===== config.mk =====
export PLATFORM = sky130hd
export DESIGN_NAME = iup_presenter_flat
export DESIGN_NICKNAME = d
export VERILOG_FILES = /design/src/rtl/iup_pkg.sv /design/src/rtl/iup_if.sv /design/src/rtl/iup_presenter.sv /design/src/flat_wrapper.sv
export SDC_FILE = /design/constraint.sdc
export NUM_CORES = 1
export LEC_CHECK = 0
export BUFFER_PORTS_ARGS = -buffer_cell sky130_fd_sc_hd__buf_2
export CORE_MARGIN = 5
export CORE_UTILIZATION = 45
export DETAILED_ROUTE_END_ITERATION = 16
export MAX_ROUTING_LAYER = met4
export SLEW_MARGIN = 20
export SYNTH_ARGS = -nofsm -noshare
export SYNTH_HDL_FRONTEND = slang
export SYNTH_SLANG_ARGS = --single-unit
export TNS_END_PERCENT = 5

===== constraint.sdc =====
create_clock -name i_mclk -period 2.9 [get_ports i_mclk]
set_clock_uncertainty 0.05 [all_clocks]
set_input_delay 0.29 -clock i_mclk [delete_from_list [all_inputs] [get_ports i_mclk]]
set_output_delay 0.29 -clock i_mclk [all_outputs]
set_load 0.03 [all_outputs]

===== src/rtl/iup_pkg.sv =====
// How it works
// [RL1] One vector entry per interrupt source.
// [RL2] Sixteen entries per unit identifier, consecutive identifiers.
// [RL3] Bits 16-23 server number, 0-15 reserved.
// [RL4] Bits 24-31 carry the presentation priority.
// [RL5] Unit logic picks pending source, selects entry.
// [RL6] Presentation sends entry, source and unit identifier.
// [RL7] Rejected, still set: present again later.
// [RL8] Late rejection after acceptance also re-presents.
// [RL9] Firmware writes every entry before enabling.
// [RL10] Presented source masked so it shows once.
// [RL11] Load or store to end location commands.
// [RL12] End command unmasks exactly like a rejection.
// [RL13] Address carries the source number to unmask.
// [RL14] Presenting units implement the end command.
// [RL15] Software ends service after clearing the source.
// [RL16] Completion interrupts wait until data is visible.
// [RL17] Written data becomes visible in write order.
// [RL18] Flushing for visibility needs no software action.
// [RL19] Software marks shared pages as coherent.
// [RL20] Entries live in translated or untranslated space.
// [RL21] Lowest-numbered pending source is presented first.
package iup_pkg;
  // ********************************************************
  // Sizes and field layout.
  // ********************************************************
  localparam int NUM_SRC = 16;
  localparam int SRC_W = 4;
  localparam int UNIT_W = 8;
  localparam int ADDR_W = 5;
  localparam int EOI_SEL_BIT = 4;
  localparam int SERVER_LSB = 16;
  localparam int SERVER_MSB = 23;
  localparam int PRIO_LSB = 24;
  localparam int PRIO_MSB = 31;
  localparam logic [31:0] VEC_RESET = 32'h0000_0000;
  localparam logic [31:0] VEC_STORE_MASK = 32'hffff_0000;
  // Arbitrary first unit identifier of this unit.
  localparam logic [UNIT_W-1:0] BASE_UNIT_ID = 8'h20;
  // Set for the translated address space.
  localparam logic ADDR_SPACE_T = 1'b1; // [RL20]
  // ********************************************************
  // Timing.
  // ********************************************************
  localparam int CLK_NS = 40;
  localparam int RETRY_NS = 400;
  localparam int RETRY_CYC = (RETRY_NS + CLK_NS - 1) / CLK_NS;
  localparam logic [3:0] RETRY_LOAD = RETRY_CYC[3:0];
  // ********************************************************
  // Controller registers on APB.
  // ********************************************************
  localparam logic [11:0] OFF_PRIO = 12'h000;
  localparam logic [11:0] OFF_TAKEN = 12'h004;
  localparam logic [11:0] OFF_CMD = 12'h008;
  localparam logic [11:0] OFF_DATA = 12'h00c;
  localparam logic [7:0] PRIO_RESET = 8'hff;
  localparam int TAKEN_VALID_BIT = 31;
  localparam int CMD_WE_BIT = 31;
  localparam int CMD_BUSY_BIT = 0;
endpackage : iup_pkg


===== src/rtl/iup_if.sv =====
`timescale 1ns/1ps
interface iup_if;
  import iup_pkg::*;
  logic pres_valid;
  logic [7:0] pres_server;
  logic [7:0] pres_prio;
  logic [SRC_W-1:0] pres_src;
  logic [UNIT_W-1:0] pres_unit;
  logic pres_accept;
  logic pres_reject;
  logic late_reject;
  logic [SRC_W-1:0] late_src;
  logic acc_req;
  logic acc_we;
  logic [ADDR_W-1:0] acc_addr;
  logic [31:0] acc_wdata;
  logic acc_ack;
  logic [31:0] acc_rdata;
  modport dev (
    output pres_valid, pres_server, pres_prio, pres_src, pres_unit, acc_ack, acc_rdata,
    input pres_accept, pres_reject, late_reject, late_src, acc_req, acc_we, acc_addr, acc_wdata
  );
  modport rtr (
    input pres_valid, pres_server, pres_prio, pres_src, pres_unit, acc_ack, acc_rdata,
    output pres_accept, pres_reject, late_reject, late_src, acc_req, acc_we, acc_addr, acc_wdata
  );
endinterface : iup_if


===== src/rtl/iup_presenter.sv =====
`timescale 1ns/1ps
module iup_presenter
  import iup_pkg::*;
(
  input wire logic i_mclk,
  input wire logic i_rst_b,
  iup_if.dev bus,
  input wire logic [NUM_SRC-1:0] i_src_irq,
  input wire logic [NUM_SRC-1:0] i_cmpl_src,
  input wire logic i_wr_pending,
  output logic o_flush_req,
  output logic [NUM_SRC-1:0] o_masked
);
  // ********************************************************
  // Source synchronisers.
  // ********************************************************
  logic [NUM_SRC-1:0] s1_r;
  logic [NUM_SRC-1:0] s2_r;
  logic [NUM_SRC-1:0] s3_r;
  logic [NUM_SRC-1:0] lvl_r;
  logic [NUM_SRC-1:0] lvl_nxt;

  always_ff @(posedge i_mclk or negedge i_rst_b) begin
    if (!i_rst_b) begin
      s1_r <= '0;
      s2_r <= '0;
      s3_r <= '0;
      lvl_r <= '0;
    end else begin
      s1_r <= i_src_irq;
      s2_r <= s1_r;
      s3_r <= s2_r;
      lvl_r <= lvl_nxt;
    end
  end

  genvar g;
  generate
    for (g = 0; g < NUM_SRC; g++) begin : g_lvl
      assign lvl_nxt[g] = (s2_r[g] == s3_r[g]) ? s3_r[g] : lvl_r[g];
    end
  endgenerate

  // ********************************************************
  // Presentation state.
  // ********************************************************
  typedef enum logic [1:0] {ST_IDLE, ST_PRESENT, ST_WAIT} iup_state_e;

  iup_state_e state_r;
  iup_state_e state_nxt;
  logic [NUM_SRC-1:0] mask_r;
  logic [NUM_SRC-1:0] mask_nxt;
  logic [3:0] retry_r;
  logic [3:0] retry_nxt;
  logic [SRC_W-1:0] cur_r;
  logic [SRC_W-1:0] cur_nxt;
  logic [7:0] server_r;
  logic [7:0] server_nxt;
  logic [7:0] prio_r;
  logic [7:0] prio_nxt;
  logic [UNIT_W-1:0] unit_r;
  logic [UNIT_W-1:0] unit_nxt;
  logic [31:0] vec_r [NUM_SRC];
  logic [31:0] vec_nxt [NUM_SRC];
  logic ack_r;
  logic ack_nxt;
  logic [31:0] rdata_r;
  logic [31:0] rdata_nxt;
  logic [NUM_SRC-1:0] eligible;
  logic found;
  logic [SRC_W-1:0] sel;
  logic acc_new;
  logic [SRC_W-1:0] acc_idx;
  logic acc_eoi;

  // Completion sources are held back while their data is still in flight.
  assign eligible = lvl_r & ~mask_r & ~(i_cmpl_src & {NUM_SRC{i_wr_pending}}); // [RL16]
  // Asking the write path to drain keeps software out of the flush entirely.
  assign o_flush_req = |(lvl_r & ~mask_r & i_cmpl_src) & i_wr_pending; // [RL18] [RL17]
  assign acc_new = bus.acc_req & ~ack_r;
  assign acc_idx = bus.acc_addr[SRC_W-1:0];
  assign acc_eoi = bus.acc_addr[EOI_SEL_BIT];

  // ********************************************************
  // Source selection.
  // ********************************************************
  always_comb begin
    found = 1'b0;
    sel = '0;
    for (int i = NUM_SRC - 1; i >= 0; i--) begin
      if (eligible[i]) begin
        found = 1'b1;
        sel = i[SRC_W-1:0]; // [RL21] [RL5]
      end
    end
  end

  always_comb begin
    state_nxt = state_r;
    mask_nxt = mask_r;
    retry_nxt = retry_r;
    cur_nxt = cur_r;
    server_nxt = server_r;
    prio_nxt = prio_r;
    unit_nxt = unit_r;
    // Clears come first so that a mask set in the same cycle wins.
    if (acc_new && acc_eoi) begin
      mask_nxt[acc_idx] = 1'b0; // [RL11] [RL12] [RL13] [RL14]
    end
    if (bus.late_reject) begin
      mask_nxt[bus.late_src] = 1'b0; // [RL8]
    end
    case (state_r)
      ST_IDLE: begin
        if (found) begin
          mask_nxt[sel] = 1'b1; // [RL10]
          cur_nxt = sel;
          server_nxt = vec_r[sel][SERVER_MSB:SERVER_LSB]; // [RL3]
          prio_nxt = vec_r[sel][PRIO_MSB:PRIO_LSB]; // [RL4]
          unit_nxt = BASE_UNIT_ID; // [RL2] [RL6]
          state_nxt = ST_PRESENT;
        end
      end
      ST_PRESENT: begin
        if (bus.pres_accept) begin
          state_nxt = ST_IDLE;
        end else if (bus.pres_reject) begin
          mask_nxt[cur_r] = 1'b0; // [RL7]
          retry_nxt = RETRY_LOAD;
          state_nxt = ST_WAIT;
        end
      end
      ST_WAIT: begin
        // A pause before retrying keeps a busy router from being flooded.
        if (retry_r <= 4'h1) begin
          state_nxt = ST_IDLE;
        end else begin
          retry_nxt = retry_r - 4'h1;
        end
      end
      default: begin
        state_nxt = ST_IDLE;
      end
    endcase
  end

  // ********************************************************
  // Vector entries and access port.
  // ********************************************************
  always_comb begin
    for (int i = 0; i < NUM_SRC; i++) begin
      vec_nxt[i] = vec_r[i];
    end
    ack_nxt = acc_new;
    rdata_nxt = rdata_r;
    if (acc_new) begin
      if (acc_eoi) begin
        rdata_nxt = '0;
      end else if (bus.acc_we) begin
        vec_nxt[acc_idx] = bus.acc_wdata & VEC_STORE_MASK; // [RL1] [RL3]
      end else begin
        rdata_nxt = vec_r[acc_idx];
      end
    end
  end

  always_ff @(posedge i_mclk or negedge i_rst_b) begin
    if (!i_rst_b) begin
      state_r <= ST_IDLE;
      mask_r <= '0;
      retry_r <= '0;
      cur_r <= '0;
      server_r <= '0;
      prio_r <= '0;
      unit_r <= '0;
      ack_r <= 1'b0;
      rdata_r <= '0;
      for (int i = 0; i < NUM_SRC; i++) begin
        vec_r[i] <= VEC_RESET;
      end
    end else begin
      state_r <= state_nxt;
      mask_r <= mask_nxt;
      retry_r <= retry_nxt;
      cur_r <= cur_nxt;
      server_r <= server_nxt;
      prio_r <= prio_nxt;
      unit_r <= unit_nxt;
      ack_r <= ack_nxt;
      rdata_r <= rdata_nxt;
      for (int i = 0; i < NUM_SRC; i++) begin
        vec_r[i] <= vec_nxt[i];
      end
    end
  end

  // ********************************************************
  // Interface outputs.
  // ********************************************************
  assign bus.pres_valid = (state_r == ST_PRESENT); // [RL6]
  assign bus.pres_server = server_r;
  assign bus.pres_prio = prio_r;
  assign bus.pres_src = cur_r;
  assign bus.pres_unit = unit_r;
  assign bus.acc_ack = ack_r;
  assign bus.acc_rdata = rdata_r;
  assign o_masked = mask_r;
endmodule : iup_presenter


===== src/flat_wrapper.sv =====
// flat-port wrapper written by rule: the top's interface ports become plain ports
module iup_presenter_flat import iup_pkg::*;
  (i_mclk, i_rst_b, i_src_irq, i_cmpl_src, i_wr_pending, o_flush_req, o_masked, bus_pres_valid, bus_pres_server, bus_pres_prio, bus_pres_src, bus_pres_unit, bus_acc_ack, bus_acc_rdata, bus_pres_accept, bus_pres_reject, bus_late_reject, bus_late_src, bus_acc_req, bus_acc_we, bus_acc_addr, bus_acc_wdata);
  iup_if bus_i ();
  input wire logic i_mclk;
  input wire logic i_rst_b;
  input wire logic [NUM_SRC-1:0] i_src_irq;
  input wire logic [NUM_SRC-1:0] i_cmpl_src;
  input wire logic i_wr_pending;
  output logic o_flush_req;
  output logic [NUM_SRC-1:0] o_masked;
  output wire logic [$bits(bus_i.pres_valid)-1:0] bus_pres_valid;
  output wire logic [$bits(bus_i.pres_server)-1:0] bus_pres_server;
  output wire logic [$bits(bus_i.pres_prio)-1:0] bus_pres_prio;
  output wire logic [$bits(bus_i.pres_src)-1:0] bus_pres_src;
  output wire logic [$bits(bus_i.pres_unit)-1:0] bus_pres_unit;
  output wire logic [$bits(bus_i.acc_ack)-1:0] bus_acc_ack;
  output wire logic [$bits(bus_i.acc_rdata)-1:0] bus_acc_rdata;
  input wire logic [$bits(bus_i.pres_accept)-1:0] bus_pres_accept;
  input wire logic [$bits(bus_i.pres_reject)-1:0] bus_pres_reject;
  input wire logic [$bits(bus_i.late_reject)-1:0] bus_late_reject;
  input wire logic [$bits(bus_i.late_src)-1:0] bus_late_src;
  input wire logic [$bits(bus_i.acc_req)-1:0] bus_acc_req;
  input wire logic [$bits(bus_i.acc_we)-1:0] bus_acc_we;
  input wire logic [$bits(bus_i.acc_addr)-1:0] bus_acc_addr;
  input wire logic [$bits(bus_i.acc_wdata)-1:0] bus_acc_wdata;
  assign bus_pres_valid = bus_i.pres_valid;
  assign bus_pres_server = bus_i.pres_server;
  assign bus_pres_prio = bus_i.pres_prio;
  assign bus_pres_src = bus_i.pres_src;
  assign bus_pres_unit = bus_i.pres_unit;
  assign bus_acc_ack = bus_i.acc_ack;
  assign bus_acc_rdata = bus_i.acc_rdata;
  assign bus_i.pres_accept = bus_pres_accept;
  assign bus_i.pres_reject = bus_pres_reject;
  assign bus_i.late_reject = bus_late_reject;
  assign bus_i.late_src = bus_late_src;
  assign bus_i.acc_req = bus_acc_req;
  assign bus_i.acc_we = bus_acc_we;
  assign bus_i.acc_addr = bus_acc_addr;
  assign bus_i.acc_wdata = bus_acc_wdata;
  iup_presenter u_core (.i_mclk(i_mclk), .i_rst_b(i_rst_b), .bus(bus_i), .i_src_irq(i_src_irq), .i_cmpl_src(i_cmpl_src), .i_wr_pending(i_wr_pending), .o_flush_req(o_flush_req), .o_masked(o_masked));
endmodule

== Word level (Yosys, flattened, before mapping) ==
Index checks and enable logic that the tools add are counted.
Cells by class
  $add $sub $neg: 1
  $mul: 0
  div/mod/pow operators: 0
  order comparisons: 12
  eq/ne operators: 25
  shift operators: 0
  mux-type cells: 66
  bitwise operators: 19
  reductions and logical operators: 14
Operators with widths (number)
  bitwise mux 512 bit: 1
  binary-select mux 32 bit (select 4 bit): 2
  2-to-1 mux 32 bit: 7
  demux 32 bit (select 4 bit): 1
  AND 16 bit: 7
  2-to-1 mux 16 bit: 5
  inverter 16 bit: 5
  2-to-1 mux 4 bit: 19
  one-hot mux 16 bit (2 select lines): 1
  < comparator 4 x 5 -> 1 bit (second input constant): 4
  2-to-1 mux 1 bit: 20
  demux 1 bit (select 4 bit): 4
  == test 1 bit: 16
  >= comparator 4 x 1 -> 1 bit (second input constant): 4
  bitwise OR 16 bit: 1
  OR reduction 16 bit: 1
  >= comparator 5 bit (second input constant): 2
  inverter 4 -> 5 bit: 2
  2-to-1 mux 2 bit: 4
  inequality test 2 x 1 -> 1 bit (second input constant): 4
  one-hot mux 4 bit (2 select lines): 1
  logical AND 1 bit: 6
  one-hot mux 2 bit (3 select lines): 1
  AND reduction 3 bit: 2
  13 further kinds: 17
Storage, ports and cells
  bits in registers: 652
  bits in latches: 0
  RAM bits: 0
  bits in read-only memories: 0
  input port bits: 81
  output and inout bits: 79
  word-level logic and storage cells: 181
  memories kept: 0

== Longest topological paths before layout ==
Gate-level depths: netlist (run 1).
  depth in word-level cells: 26
  mapped depth: 13
  depth with buffers taken out: 8

== Worst setup path before layout (run 1) ==
Ideal clock, no wire load.
  kind: register to register
  start point: register u_core.mask_r[15] (netlist: u_core.o_masked[15])
  end point: register u_core.prio_r[5] (netlist: u_core.bus.pres_prio[5])
  library setup time: 0.133 ns
  arrival time: 2.445 ns
  required time: 2.717 ns
  path slack: 0.271 ns
  stages on the path, launching flop included: 10
  period minus slack after synthesis: 2.629 ns
  cell sequence: dfrtp_1 > nand2b_1 > a221o_1 > a221oi_4 > o211ai_4 > a221oi_2 > buf_4 > mux2_2 > a211oi_1 > a31oi_1
On the way
  longest elaborated chain between the ends: 23
  elaborated cells between the ends (all ways): 40
  those cells by class: mux (35); bitwise (4); reduce/logical (1)
Ends and longest elaborated chain
  from (decl): RTL line iup_presenter.sv:51  | logic [NUM_SRC-1:0] mask_r;
  from (signal assigned): RTL line iup_presenter.sv:183  | mask_r <= mask_nxt;
  inverter 16 bit *: RTL line iup_presenter.sv:77  | assign eligible = lvl_r & ~mask_r & ~(i_cmpl_src & {NUM_SRC{i_wr_pending}});
  AND 16 bit * (2 in series): RTL line iup_presenter.sv:77
  2-to-1 mux 4 bit (16 in series): RTL line iup_presenter.sv:91  | if (eligible[i]) begin
  inverter 4 -> 5 bit (not written as such): RTL line iup_presenter.sv:119  | prio_nxt = vec_r[sel][PRIO_MSB:PRIO_LSB];
  binary-select mux 32 bit (select 4 bit): RTL line iup_presenter.sv:119
  2-to-1 mux 32 bit (2 in series)
  to (signal assigned): RTL line iup_presenter.sv:187  | prio_r <= prio_nxt;
  to (decl): RTL line iup_presenter.sv:59  | logic [7:0] prio_r;
Mark *: on every way between the ends. The rest lies on a longest branch, timed or not. The select of a mux whose other input is x is not followed.
A chain may end at the register's enable or synchronous reset.

== Final worst setup path (run 1) ==
  start point: register u_core.mask_r[15] (netlist: u_core.o_masked[15])
  end point: register u_core.prio_r[0] (netlist: u_core.bus.pres_prio[0])
The elaborated chain is that of the path after synthesis.

==> out/results.txt, run 1 <==
Sequential power share -> 35.1%
Ys Warns -> 0
Number of global-route vias before repair -> 14700
# H-tree levels -> 2
Max_cap viols -> 0
Final setup vio count -> 0
Post-Route WL -> 59100 um
Setup TNS -> 0 ps
Logic gate share of total power -> 35.3%
Slew headroom -> 50.7%
Final hold violations -> 0
Worst-Margin Slew -> 736 ps
Clk root buf -> clkbuf_16
Std cell rows -> 75
Crit share post-route -> 98.5%
Synth cell types -> 68
Port bufs -> 120
Fmax -> 0.350 GHz
Starting Density -> 45.5%
Gr usage total -> 26.1%
Synthesized area per cell -> 12.6 sq um
RSZ-0062 raised after global routing -> true
Clock Path Buffers -> 3
DR vias -> 14100
Area grow syn2layout -> 19.9%
Delay of the slowest critical-path stage -> 470 ps
Initial antenna violation count -> 3
First-pass GRT wire length -> 90700 um
Ys async rst share -> 100%
# clock sinks -> 380
Mapped cell area -> 19000 sq um
Die W -> 216 um
Req. time, crit path -> 3290 ps
Post-layout min period -> 2860 ps
Family with the most delay on the worst path -> compound AO/OA/AOI/OAI gates
Sw frac -> 36.8%
Final design utilization -> 54.5%
Core area -> 41900 sq um
Share of cells above drive strength 1 -> 39.8%
Post-synthesis sequential area ratio -> 50.0%
Drc violations -> 0
Power Density -> 838 nW/um^2
Switching pwr -> 0.00703 W
Post-Syn Instances -> 1513
Design Power -> 0.0191 W
Worst path buffer plus inverter count -> 0
CP Max Fanout -> 4
Clock slew at the register clock pins of the worst setup and hold paths -> 60 ps
Die H -> 216 um
GR Overflow Total -> 0
CP arrival -> 3250 ps
Primary FF master, synth -> dfrtp_1
DP Wirelength -> 37900 um
Worst vdd ir -> 0.000455 V
Worst-Skew Late Latency -> 580 ps
P_leak -> 10.1 nW
FF+latch count, synth -> 380
Cell mode on critical path -> a221o_1
CP cell instances -> nand2b_1 -> a221o_1 -> a221oi_4 -> o211ai_4 -> a221o_1 -> mux2_1 -> a211oi_1 -> a31oi_1
Int Power -> 0.0121 W
Hold Crit Class -> in -> reg
Ports -> 160
Clk network pwr share -> 29.6%
Iteration-0 DRC Markers -> 1394
CP max-delay cell -> a221o_1
CP Launch Type -> flip-flop
Status -> complete, no violations
Drt via density -> 6.17
Slew Limit Fails -> 0
Category of the critical setup timing path -> reg -> reg
Num CTS Buffers -> 43
Number of flops mapped to enable cells by yosys -> 0
Post-route ant nets -> 0
Fin nets -> 1786
GPL Wtd Cong -> 0.931
TritonCTS clock tree -> done
Largest net degree at the start of global routing -> 70
TritonRoute pass-1 iters -> 6
Setup crit end kind -> flip-flop
Avg WL per Cell -> 25.9 um
Die area -> 46500 sq um
-- area by class of cell --
class	instances	area [sq um]
Inverter	10	37.5
Clock buffer	59	1250
Clock inverter	20	221
Tap cell	539	674
Multi-Input combinational cell	1009	9000
Sequential cell	380	9510
Antenna cell	2	5.00
Timing Repair Buffer	259	2120
Fill cell	3497	19000
-- power by group through the flow --
| stage | combinational, W | sequential [W] | clock, W |
|---|---|---|---|
| 2_1_floorplan | 0.00339 | 0.00703 | 0 |
| 3_3_place_gp | 0.00644 | 0.00674 | 0 |
| 3_5_place_dp | 0.00648 | 0.00677 | 0 |
| 4_1_cts | 0.00653 | 0.00668 | 0.00577 |
| 5_1_grt | 0.00716 | 0.00678 | 0.00599 |
| 6_report | 0.00675 | 0.00670 | 0.00566 |
-- cells in the final DEF, fill, tap and decap left out, types with 12 or more instances in the layout --
master,netlist,routed
a22oi_1,55,55
clkinv_2,0,12
mux2_2,257,257
nor2_1,48,44
a31o_1,28,28
dfrtp_1,380,379
dlygate4sd3_1,0,19
a21oi_1,20,20
maj3_1,16,16
a22o_1,20,20
clkbuf_16,0,44
o21ai_0,32,32
mux4_2,80,80
and2_1,14,14
buf_2,25,117
buf_12,0,32
nand3_1,100,99
conb_1,1,23
mux2i_1,29,29
nand2_1,112,111
nor2b_1,22,21
a31oi_1,19,19
buf_4,29,87
-- metal layers --
metal | GRT usage, % | part of all wire, % | up-vias
li1 | - | - | 6055
met1 | 35.2 | 43 | 7292
met2 | 39.5 | 46 | 579
met3 | 5.11 | 7.4 | 140
met4 | 9.60 | 3.7 | 0
met5 | - | 0 | -
-- kinds of logic after synthesis --
logic type / count (synthesis) / share of synthesized area (%)
AOI/OAI and AO/OA: 241 / 9.57
xor gates and xnor gates: 2 / 0.0921
adders and majority gates: 18 / 0.973
buffers and inverters: 146 / 3.93
DFF: 380 / 50.0
muxes: 368 / 26.3
other: 1 / 0.0197
and+or+nand+nor: 357 / 9.10
-- per-stage QoR --
| step | hold slack [ps] | setup slack [ps] | cell area (sq um) | instances |
|---|---|---|---|---|
| floorplan | -55.6 | 271 | 19100 | 1535 |
| global placement | 254 | -52.7 | 21000 | 2173 |
| detailed placement | 260 | -73.0 | 21000 | 2173 |
| CTS | 83.6 | 7.59 | 22700 | 2271 |
| global route | 128 | -26.4 | 22800 | 2278 |
| finish | 111 | 44.2 | 22800 | 2278 |
-- worst paths after layout --
kind / startpoint / to / slack, ps / cells after the start
min in group asynchronous: i_rst_b / u_core.lvl_r[13] / 230 / 2
max in group asynchronous: i_rst_b / u_core.vec_r[379] / 1570 / 3
setup / recovery: u_core.o_masked[15] / u_core.bus.pres_prio[0] / 40 / 8
hold / removal: bus_pres_reject / u_core.retry_r[2] / 110 / 4
setup reg to reg: u_core.o_masked[15] / u_core.bus.pres_prio[0] / 40 / 8
hold reg to reg: u_core.s1_r[9] / u_core.s2_r[9] / 290 / 0
-- cell usage after synthesis (all sizes together), types with 29 or more instances --
cell / number / area (sq um)
a31o: 30 / 263
nand2: 113 / 427
mux4: 80 / 1800
mux2: 259 / 2920
o21ai: 36 / 184
mux2i: 29 / 290
nor2: 48 / 180
dfrtp: 380 / 9510
a22oi: 58 / 450
clkbuf: 62 / 236
nand3: 100 / 500
buf: 74 / 474
-- repair_timing --
item	CTS	global route
hold endpoints to repair	79	0
hold buffers	19	0
buffers inserted	0	5
resized for setup	0	17
setup endpoints to repair	0	17
-- sequential cells by signal, indices dropped and copies added, names as in the netlist --
register                flops
u_core.bus.acc_rdata       16
u_core.o_masked            16
u_core.bus.pres_prio        8
u_core.retry_r              4
u_core.s1_r                16
u_core.state_r              2
u_core.s3_r                16
u_core.bus.pres_server      8
u_core.vec_r              256
u_core.lvl_r               16
u_core.bus.pres_unit        1
u_core.bus.pres_src         4
u_core.bus.acc_ack          1
u_core.s2_r                16
-- tightest hold or removal path, cell delays in order --
cell and delay [ps]:
buf_2 110, nand2b_1 110, nor2_1 70, nor2_1 90
No activity file was read; power rests on OpenSTA's default activity.
==> inputs of run 2 (changes only) <==
--- a/config.mk
+++ b/config.mk
@@ -6,6 +6,7 @@
 export NUM_CORES = 1
 export LEC_CHECK = 0
 export BUFFER_PORTS_ARGS = -buffer_cell sky130_fd_sc_hd__buf_2
+export CORE_ASPECT_RATIO = 1.4
 export CORE_MARGIN = 5
 export CORE_UTILIZATION = 45
 export DETAILED_ROUTE_END_ITERATION = 16
==> run 2 against run 1 <==
Critical endpoint is now u_core.bus.pres_server[7]. Combinational power about the same. Core utilization down 0.64 points. First-iteration DRC count decreased by 15%. Sequential share of layout area rose by 0.36 points. Non-clock buffer count grew 16. Cell count increased by 0.66%. Critical path depth rose by 2. Hold slack improved by 24 ps. Flip-flop and latch count stayed put. Sequential power down 0.7%. Highest routed layer unchanged. Power shrank 3.3%. Largest cell class unchanged.
==> out/results.txt, run 2 (synthesized netlist as in run 1, its figures left out) <==
Status -> complete, no violations
Placed Area -> 21000 sq um (about the same)
CP arrival -> 3170 ps (-80 ps)
Drc violations -> 0 (unchanged)
# clock sinks -> 380 (unchanged)
CP Max Fanout -> 18 (+14)
GR Overflow Total -> 0 (unchanged)
Leading cell types in the layout, fill and taps excluded -> dfrtp_1 (380), mux2_2 (257), buf_2 (117), buf_4 (112), nand2_1 (111)
RSZ-0062 raised after global routing -> true
Slew Limit Fails -> 0 (unchanged)
Ports -> 160 (unchanged)
Final hold violations -> 0 (unchanged)
P_leak -> 10.1 nW (-0.60%)
Crit share post-route -> 97.2% (-1.2 points)
Worst-Margin Slew -> 874 ps (+138 ps)
Post-route ant nets -> 0 (unchanged)
Worst vdd ir -> 0.000545 V (+20%)
GPL Wtd Cong -> 0.922 (-0.96%)
Clock Path Buffers -> 3 (unchanged)
Category of the critical setup timing path -> reg -> reg
Die W -> 184 um (-15%)
Setup TNS -> 0 ps (unchanged)
Top reg by flops -> u_core.vec_r
FF-to-FF path depth -> 10 (+2)
Worst hold path startpoint -> bus_acc_req
DR vias -> 13900 (-0.97%)
Max_cap viols -> 0 (unchanged)
Drt via density -> 6.08 (-1.6%)
Clk root buf -> clkbuf_16
Hold Crit Class -> in -> reg
TritonRoute pass-1 iters -> 8 (+2)
Final design utilization -> 53.9% (-0.64 points)
Fin nets -> 1799 (+0.73%)
Clock slew at the register clock pins of the worst setup and hold paths -> 60 ps (about the same)
CP Launch Type -> flip-flop
Gr usage total -> 26.0% (-0.076 points)
Post-Route WL -> 58300 um (-1.3%)
# H-tree levels -> 2 (unchanged)
Core area -> 42000 sq um (+0.31%)
Reg-to-reg critical path endpoint -> u_core.bus.pres_server[7]
Avg WL per Cell -> 25.4 um (-2.0%)
DP Worst Slack -> -59.0 ps (+13.9 ps)
Std cell rows -> 89 (+19%)
Power Density -> 817 nW/um^2 (-2.4%)
Post-layout min period -> 2820 ps (-36.0 ps)
Slew headroom -> 41.7% (-9.0 points)
Setup slack after layout -> 80.2 ps (+36.0 ps)
Final Non-Filler Cells -> 2293 (+0.66%)
Port bufs -> 120 (unchanged)
Iteration-0 DRC Markers -> 1188 (-15%)
Number of global-route vias before repair -> 14500 (-1.1%)
R2r startpoint -> u_core.o_masked[15]
Max FFs per register -> 256 (unchanged)
First-pass GRT wire length -> 89500 um (-1.3%)
Area grow syn2layout -> 18.8%
Worst-Skew Late Latency -> 540 ps (-40 ps)
Hold path depth -> 3 (-1)
Final instance area -> 22600 sq um (-0.88%)
Die area -> 46500 sq um (+0.13%)
Die H -> 253 um (+17%)
TritonCTS clock tree -> done
Initial antenna violation count -> 1 (-2)
Setup crit end kind -> flip-flop
Dpl cells -> 2197 (+1.1%)
Most common cell after layout, fill and taps aside -> dfrtp_1
Largest net degree at the start of global routing -> 83 (+19%)
Hold Path Sink -> u_core.bus.acc_ack
Fmax -> 0.355 GHz (+1.3%)
Worst R2R Setup Slack -> 80 ps (+40 ps)
Starting Density -> 45.3% (-0.14 points)
Req. time, crit path -> 3250 ps (-40 ps)
Final setup vio count -> 0 (unchanged)
DP Wirelength -> 39100 um (+3.1%)
Num CTS Buffers -> 40 (-7.0%)
Share of cells above drive strength 1 -> 40.0% (+0.20 points)
Fill count -> 3608 (+3.2%)
-- run 2: changes by cell type in the layout (fill, tap and decap cells not counted), moves of 3 or more --
cell	before	now
buf_4	87	112
buf_12	32	23
clkbuf_8	9	4
nor2b_1	21	18
nor2b_2	1	4
-- run 2: worst max path at each step --
stage                                   start                   endpoint  slack, ps  cells after the start
final                     u_core.o_masked[15]  u_core.bus.pres_server[7]         80                     10
after global routing      u_core.o_masked[15]  u_core.bus.pres_server[7]        -60                     10
after CTS                 u_core.o_masked[15]    u_core.bus.pres_prio[7]         10                     10
after detailed placement         i_wr_pending  u_core.bus.pres_server[1]        -60                     12
after global placement           i_wr_pending  u_core.bus.pres_server[1]        -20                     12
after floorplan           u_core.o_masked[15]    u_core.bus.pres_prio[5]        270                      9
-- run 2: area by class of cell --
cell class              instances  area (sq um)  area share (%)
clock inverters                19           165           0.730
inverters                      10          37.5           0.166
multi-input cells            1009          8960            39.6
diodes                          1          2.50          0.0111
clock buffers                  53          1110            4.91
repair buffers                275          2140            9.48
well taps                     546           683            3.02
flip-flops and latches        380          9510            42.1
-- run 2: through the flow --
step                      hold WS, ps  power, W
after floorplan                 -55.6    0.0104
after global placement            282    0.0132
after detailed placement          285    0.0133
after CTS                         120    0.0185
after global routing              134    0.0193
final                             135    0.0185
-- run 2: critical path: stages (launching register included) --
cell,delay (ps)
dfrtp_1,420
nand2b_1,160
a221o_1,310
a221oi_4,300
o211ai_4,140
a221oi_4,300
buf_12,240
buf_12,170
mux2i_1,100
nor4_2,350
a31oi_1,120
-- run 2: what timing repair did --
item	4_1_cts	5_1_grt
gates cloned	0	1
setup buffers	0	3
hold buffers	19	0
hold endpoints to repair	91	0
pin swaps	0	7
gates resized for setup	2	13
setup endpoints to repair	2	12
-- run 2: routing by layer --
layer	vias to the layer above	global-route usage, %	share of wire [%]
met1	7148	31.8	38
met3	162	3.69	6.4
met5	-	-	0
met2	559	43.3	50
met4	0	11.0	4.9
li1	6061	-	-
-- run 2: power breakdown --
part | leakage [nW] | total [W] | switching, W | internal [W]
sequential | 4.95 | 0.00665 | 0.000612 | 0.00604
combinational | 4.49 | 0.00677 | 0.00412 | 0.00266
clock | 0.632 | 0.00505 | 0.00216 | 0.00289
==> inputs of run 3 (changes only) <==
--- a/config.mk
+++ b/config.mk
@@ -9,6 +9,7 @@
 export CORE_ASPECT_RATIO = 1.4
 export CORE_MARGIN = 5
 export CORE_UTILIZATION = 45
+export CTS_BUF_LIST = sky130_fd_sc_hd__clkbuf_4
 export DETAILED_ROUTE_END_ITERATION = 16
 export MAX_ROUTING_LAYER = met4
 export SLEW_MARGIN = 20
==> run 3 against run 2 <==
The run now ends with hold timing left. Combinational power increased by 1%. Cell count increased by 5.7%. Sequential power barely moved. Flip-flop and latch count unchanged. Critical endpoint unchanged.
==> out/results.txt, run 3 (synthesized netlist as in run 1, its figures left out) <==
Setup crit end kind -> flip-flop
Final design utilization -> 54.5% (+0.64 points)
Initial antenna violation count -> 3 (+2)
Worst-Margin Slew -> 872 ps (-1.73 ps)
Drc violations -> 0 (unchanged)
DR vias -> 14400 (+3.6%)
CP Launch Type -> flip-flop
Worst-Skew Late Latency -> 870 ps (+330 ps)
Leading cell types in the layout, fill and taps excluded -> dfrtp_1 (380), mux2_2 (257), clkbuf_4 (132), buf_2 (117), buf_4 (112)
Final setup vio count -> 0 (unchanged)
Num CTS Buffers -> 94 (+140%)
Largest net degree at the start of global routing -> 83 (unchanged)
Ports -> 160 (unchanged)
Core area -> 42000 sq um (unchanged)
Clk network pwr share -> 24.7% (-2.6 points)
Die H -> 253 um (unchanged)
Port bufs -> 120 (unchanged)
Worst vdd ir -> 0.000454 V (-17%)
Fin nets -> 1892 (+5.2%)
Avg WL per Cell -> 24.6 um (-3.3%)
Share of cells above drive strength 1 -> 41.4% (+1.4 points)
Max_cap viols -> 0 (unchanged)
Req. time, crit path -> 3550 ps (+300 ps)
Category of the critical setup timing path -> reg -> reg
CP arrival -> 3470 ps (+300 ps)
Failing checks -> hold timing
RSZ-0062 raised after global routing -> true
Std cell rows -> 89 (unchanged)
Die area -> 46500 sq um (unchanged)
Slew Limit Fails -> 0 (unchanged)
Logic gate share of total power -> 38.2% (+1.5 points)
Clock slew at the register clock pins of the worst setup and hold paths -> 70 ps (about the same)
DP Wirelength -> 39100 um (unchanged)
Sequential power share -> 37.1% (+1.1 points)
TritonCTS clock tree -> done
Starting Density -> 45.3% (unchanged)
Fmax -> 0.354 GHz (-0.26%)
Top reg by flops -> u_core.vec_r
Int Power -> 0.0109 W (-5.6%)
Clk root buf -> clkbuf_4
Setup TNS -> 0 ps (unchanged)
TritonRoute pass-1 iters -> 5 (-3)
Slew headroom -> 41.8% (+0.12 points)
GPL Wtd Cong -> 0.922 (unchanged)
Hold Crit Class -> in -> reg
Sw frac -> 39.0% (+1.7 points)
Switching pwr -> 0.00700 W (+1.6%)
Post-route ant nets -> 0 (unchanged)
Design Power -> 0.0179 W (-2.9%)
Final hold violations -> 3 (+3)
# clock sinks -> 380 (unchanged)
First-pass GRT wire length -> 91300 um (+2.0%)
Crit share post-route -> 97.5% (+0.25 points)
Post-layout min period -> 2830 ps (+7.28 ps)
Status -> finished with violations
Drt via density -> 5.96 (-2.0%)
GR Overflow Total -> 0 (unchanged)
Max FFs per register -> 256 (unchanged)
Gr usage total -> 26.6% (+0.58 points)
# H-tree levels -> 3 (+1)
Post-Route WL -> 59600 um (+2.2%)
Die W -> 184 um (unchanged)
Clock Path Buffers -> 3 (unchanged)
Most common cell after layout, fill and taps aside -> dfrtp_1
Area grow syn2layout -> 20.3%
Iteration-0 DRC Markers -> 1134 (-4.5%)
Power Density -> 784 nW/um^2 (-4.1%)
CP Max Fanout -> 18 (unchanged)
P_leak -> 10.3 nW (+2.1%)
WHS -> -32.4 ps (-167 ps)
Number of global-route vias before repair -> 15300 (+5.0%)
## run 3: cell type report
type                            count  area, sq um
Multi-Input combinational cell   1009         8950
Antenna cell                        6         15.0
Tap cell                          546          683
Sequential cell                   380         9510
Timing Repair Buffer              314         2530
Inverter                           10         37.5
Fill cell                        3666        19100
Clock inverter                     26          158
Clock buffer                      132          991
## run 3: routing by layer
| layer | wire length [um] | global-route usage [%] | vias to the layer above |
|---|---|---|---|
| met5 | 0 | - | - |
| li1 | - | - | 6301 |
| met4 | 2670 | 12.1 | 0 |
| met2 | 30100 | 44.0 | 640 |
| met3 | 3940 | 4.60 | 171 |
| met1 | 22900 | 31.8 | 7317 |
## run 3: path summary, 6_finish.rpt
path / endpoint / depth (start not counted) / start / slack, ps
min reg2reg: u_core.s2_r[13] / 0 / u_core.s1_r[13] / 280
min in group asynchronous: u_core.s1_r[0] / 2 / i_rst_b / 0
max reg2reg: u_core.bus.pres_server[7] / 10 / u_core.o_masked[15] / 70
max in group asynchronous: u_core.vec_r[508] / 3 / i_rst_b / 1890
max: u_core.bus.pres_server[7] / 10 / u_core.o_masked[15] / 70
min: u_core.bus.pres_src[3] / 5 / i_cmpl_src[2] / -30
## run 3: power by group through the flow
stage          sequential (W)  combinational (W)  clock (W)
6_report              0.00666            0.00685    0.00442
5_1_grt               0.00673            0.00724    0.00485
4_1_cts               0.00664            0.00673    0.00455
3_5_place_dp          0.00673            0.00660          0
3_3_place_gp          0.00670            0.00655          0
2_1_floorplan         0.00703            0.00339          0
## run 3: worst max-delay path, cell delays in order, from the launching register on
cell      delay [ps]
dfrtp_1          430
nand2b_1         170
a221o_1          300
a221oi_4         300
o211ai_4         140
a221oi_4         310
buf_12           240
buf_12           170
mux2i_1          100
nor4_2           360
a31oi_1          130
## run 3: per-stage QoR
stage / instances / setup slack, ps / area (sq um)
after global placement: 2196 / -24.8 / 21000
after global routing: 2422 / -23.7 / 22900
after detailed placement: 2197 / -59.0 / 21000
final: 2423 / 72.9 / 22900
after CTS: 2413 / 12.7 / 22800
after floorplan: 1535 / 271 / 19100
## run 3: what timing repair did
action | 4_1_cts | 5_1_grt
endpoints found under the hold margin | 647 | 0
setup endpoints to repair | 4 | 13
cloned | 0 | 1
gates resized for setup | 3 | 11
pin swaps | 0 | 4
buffers inserted | 0 | 3
hold buffers | 58 | 0
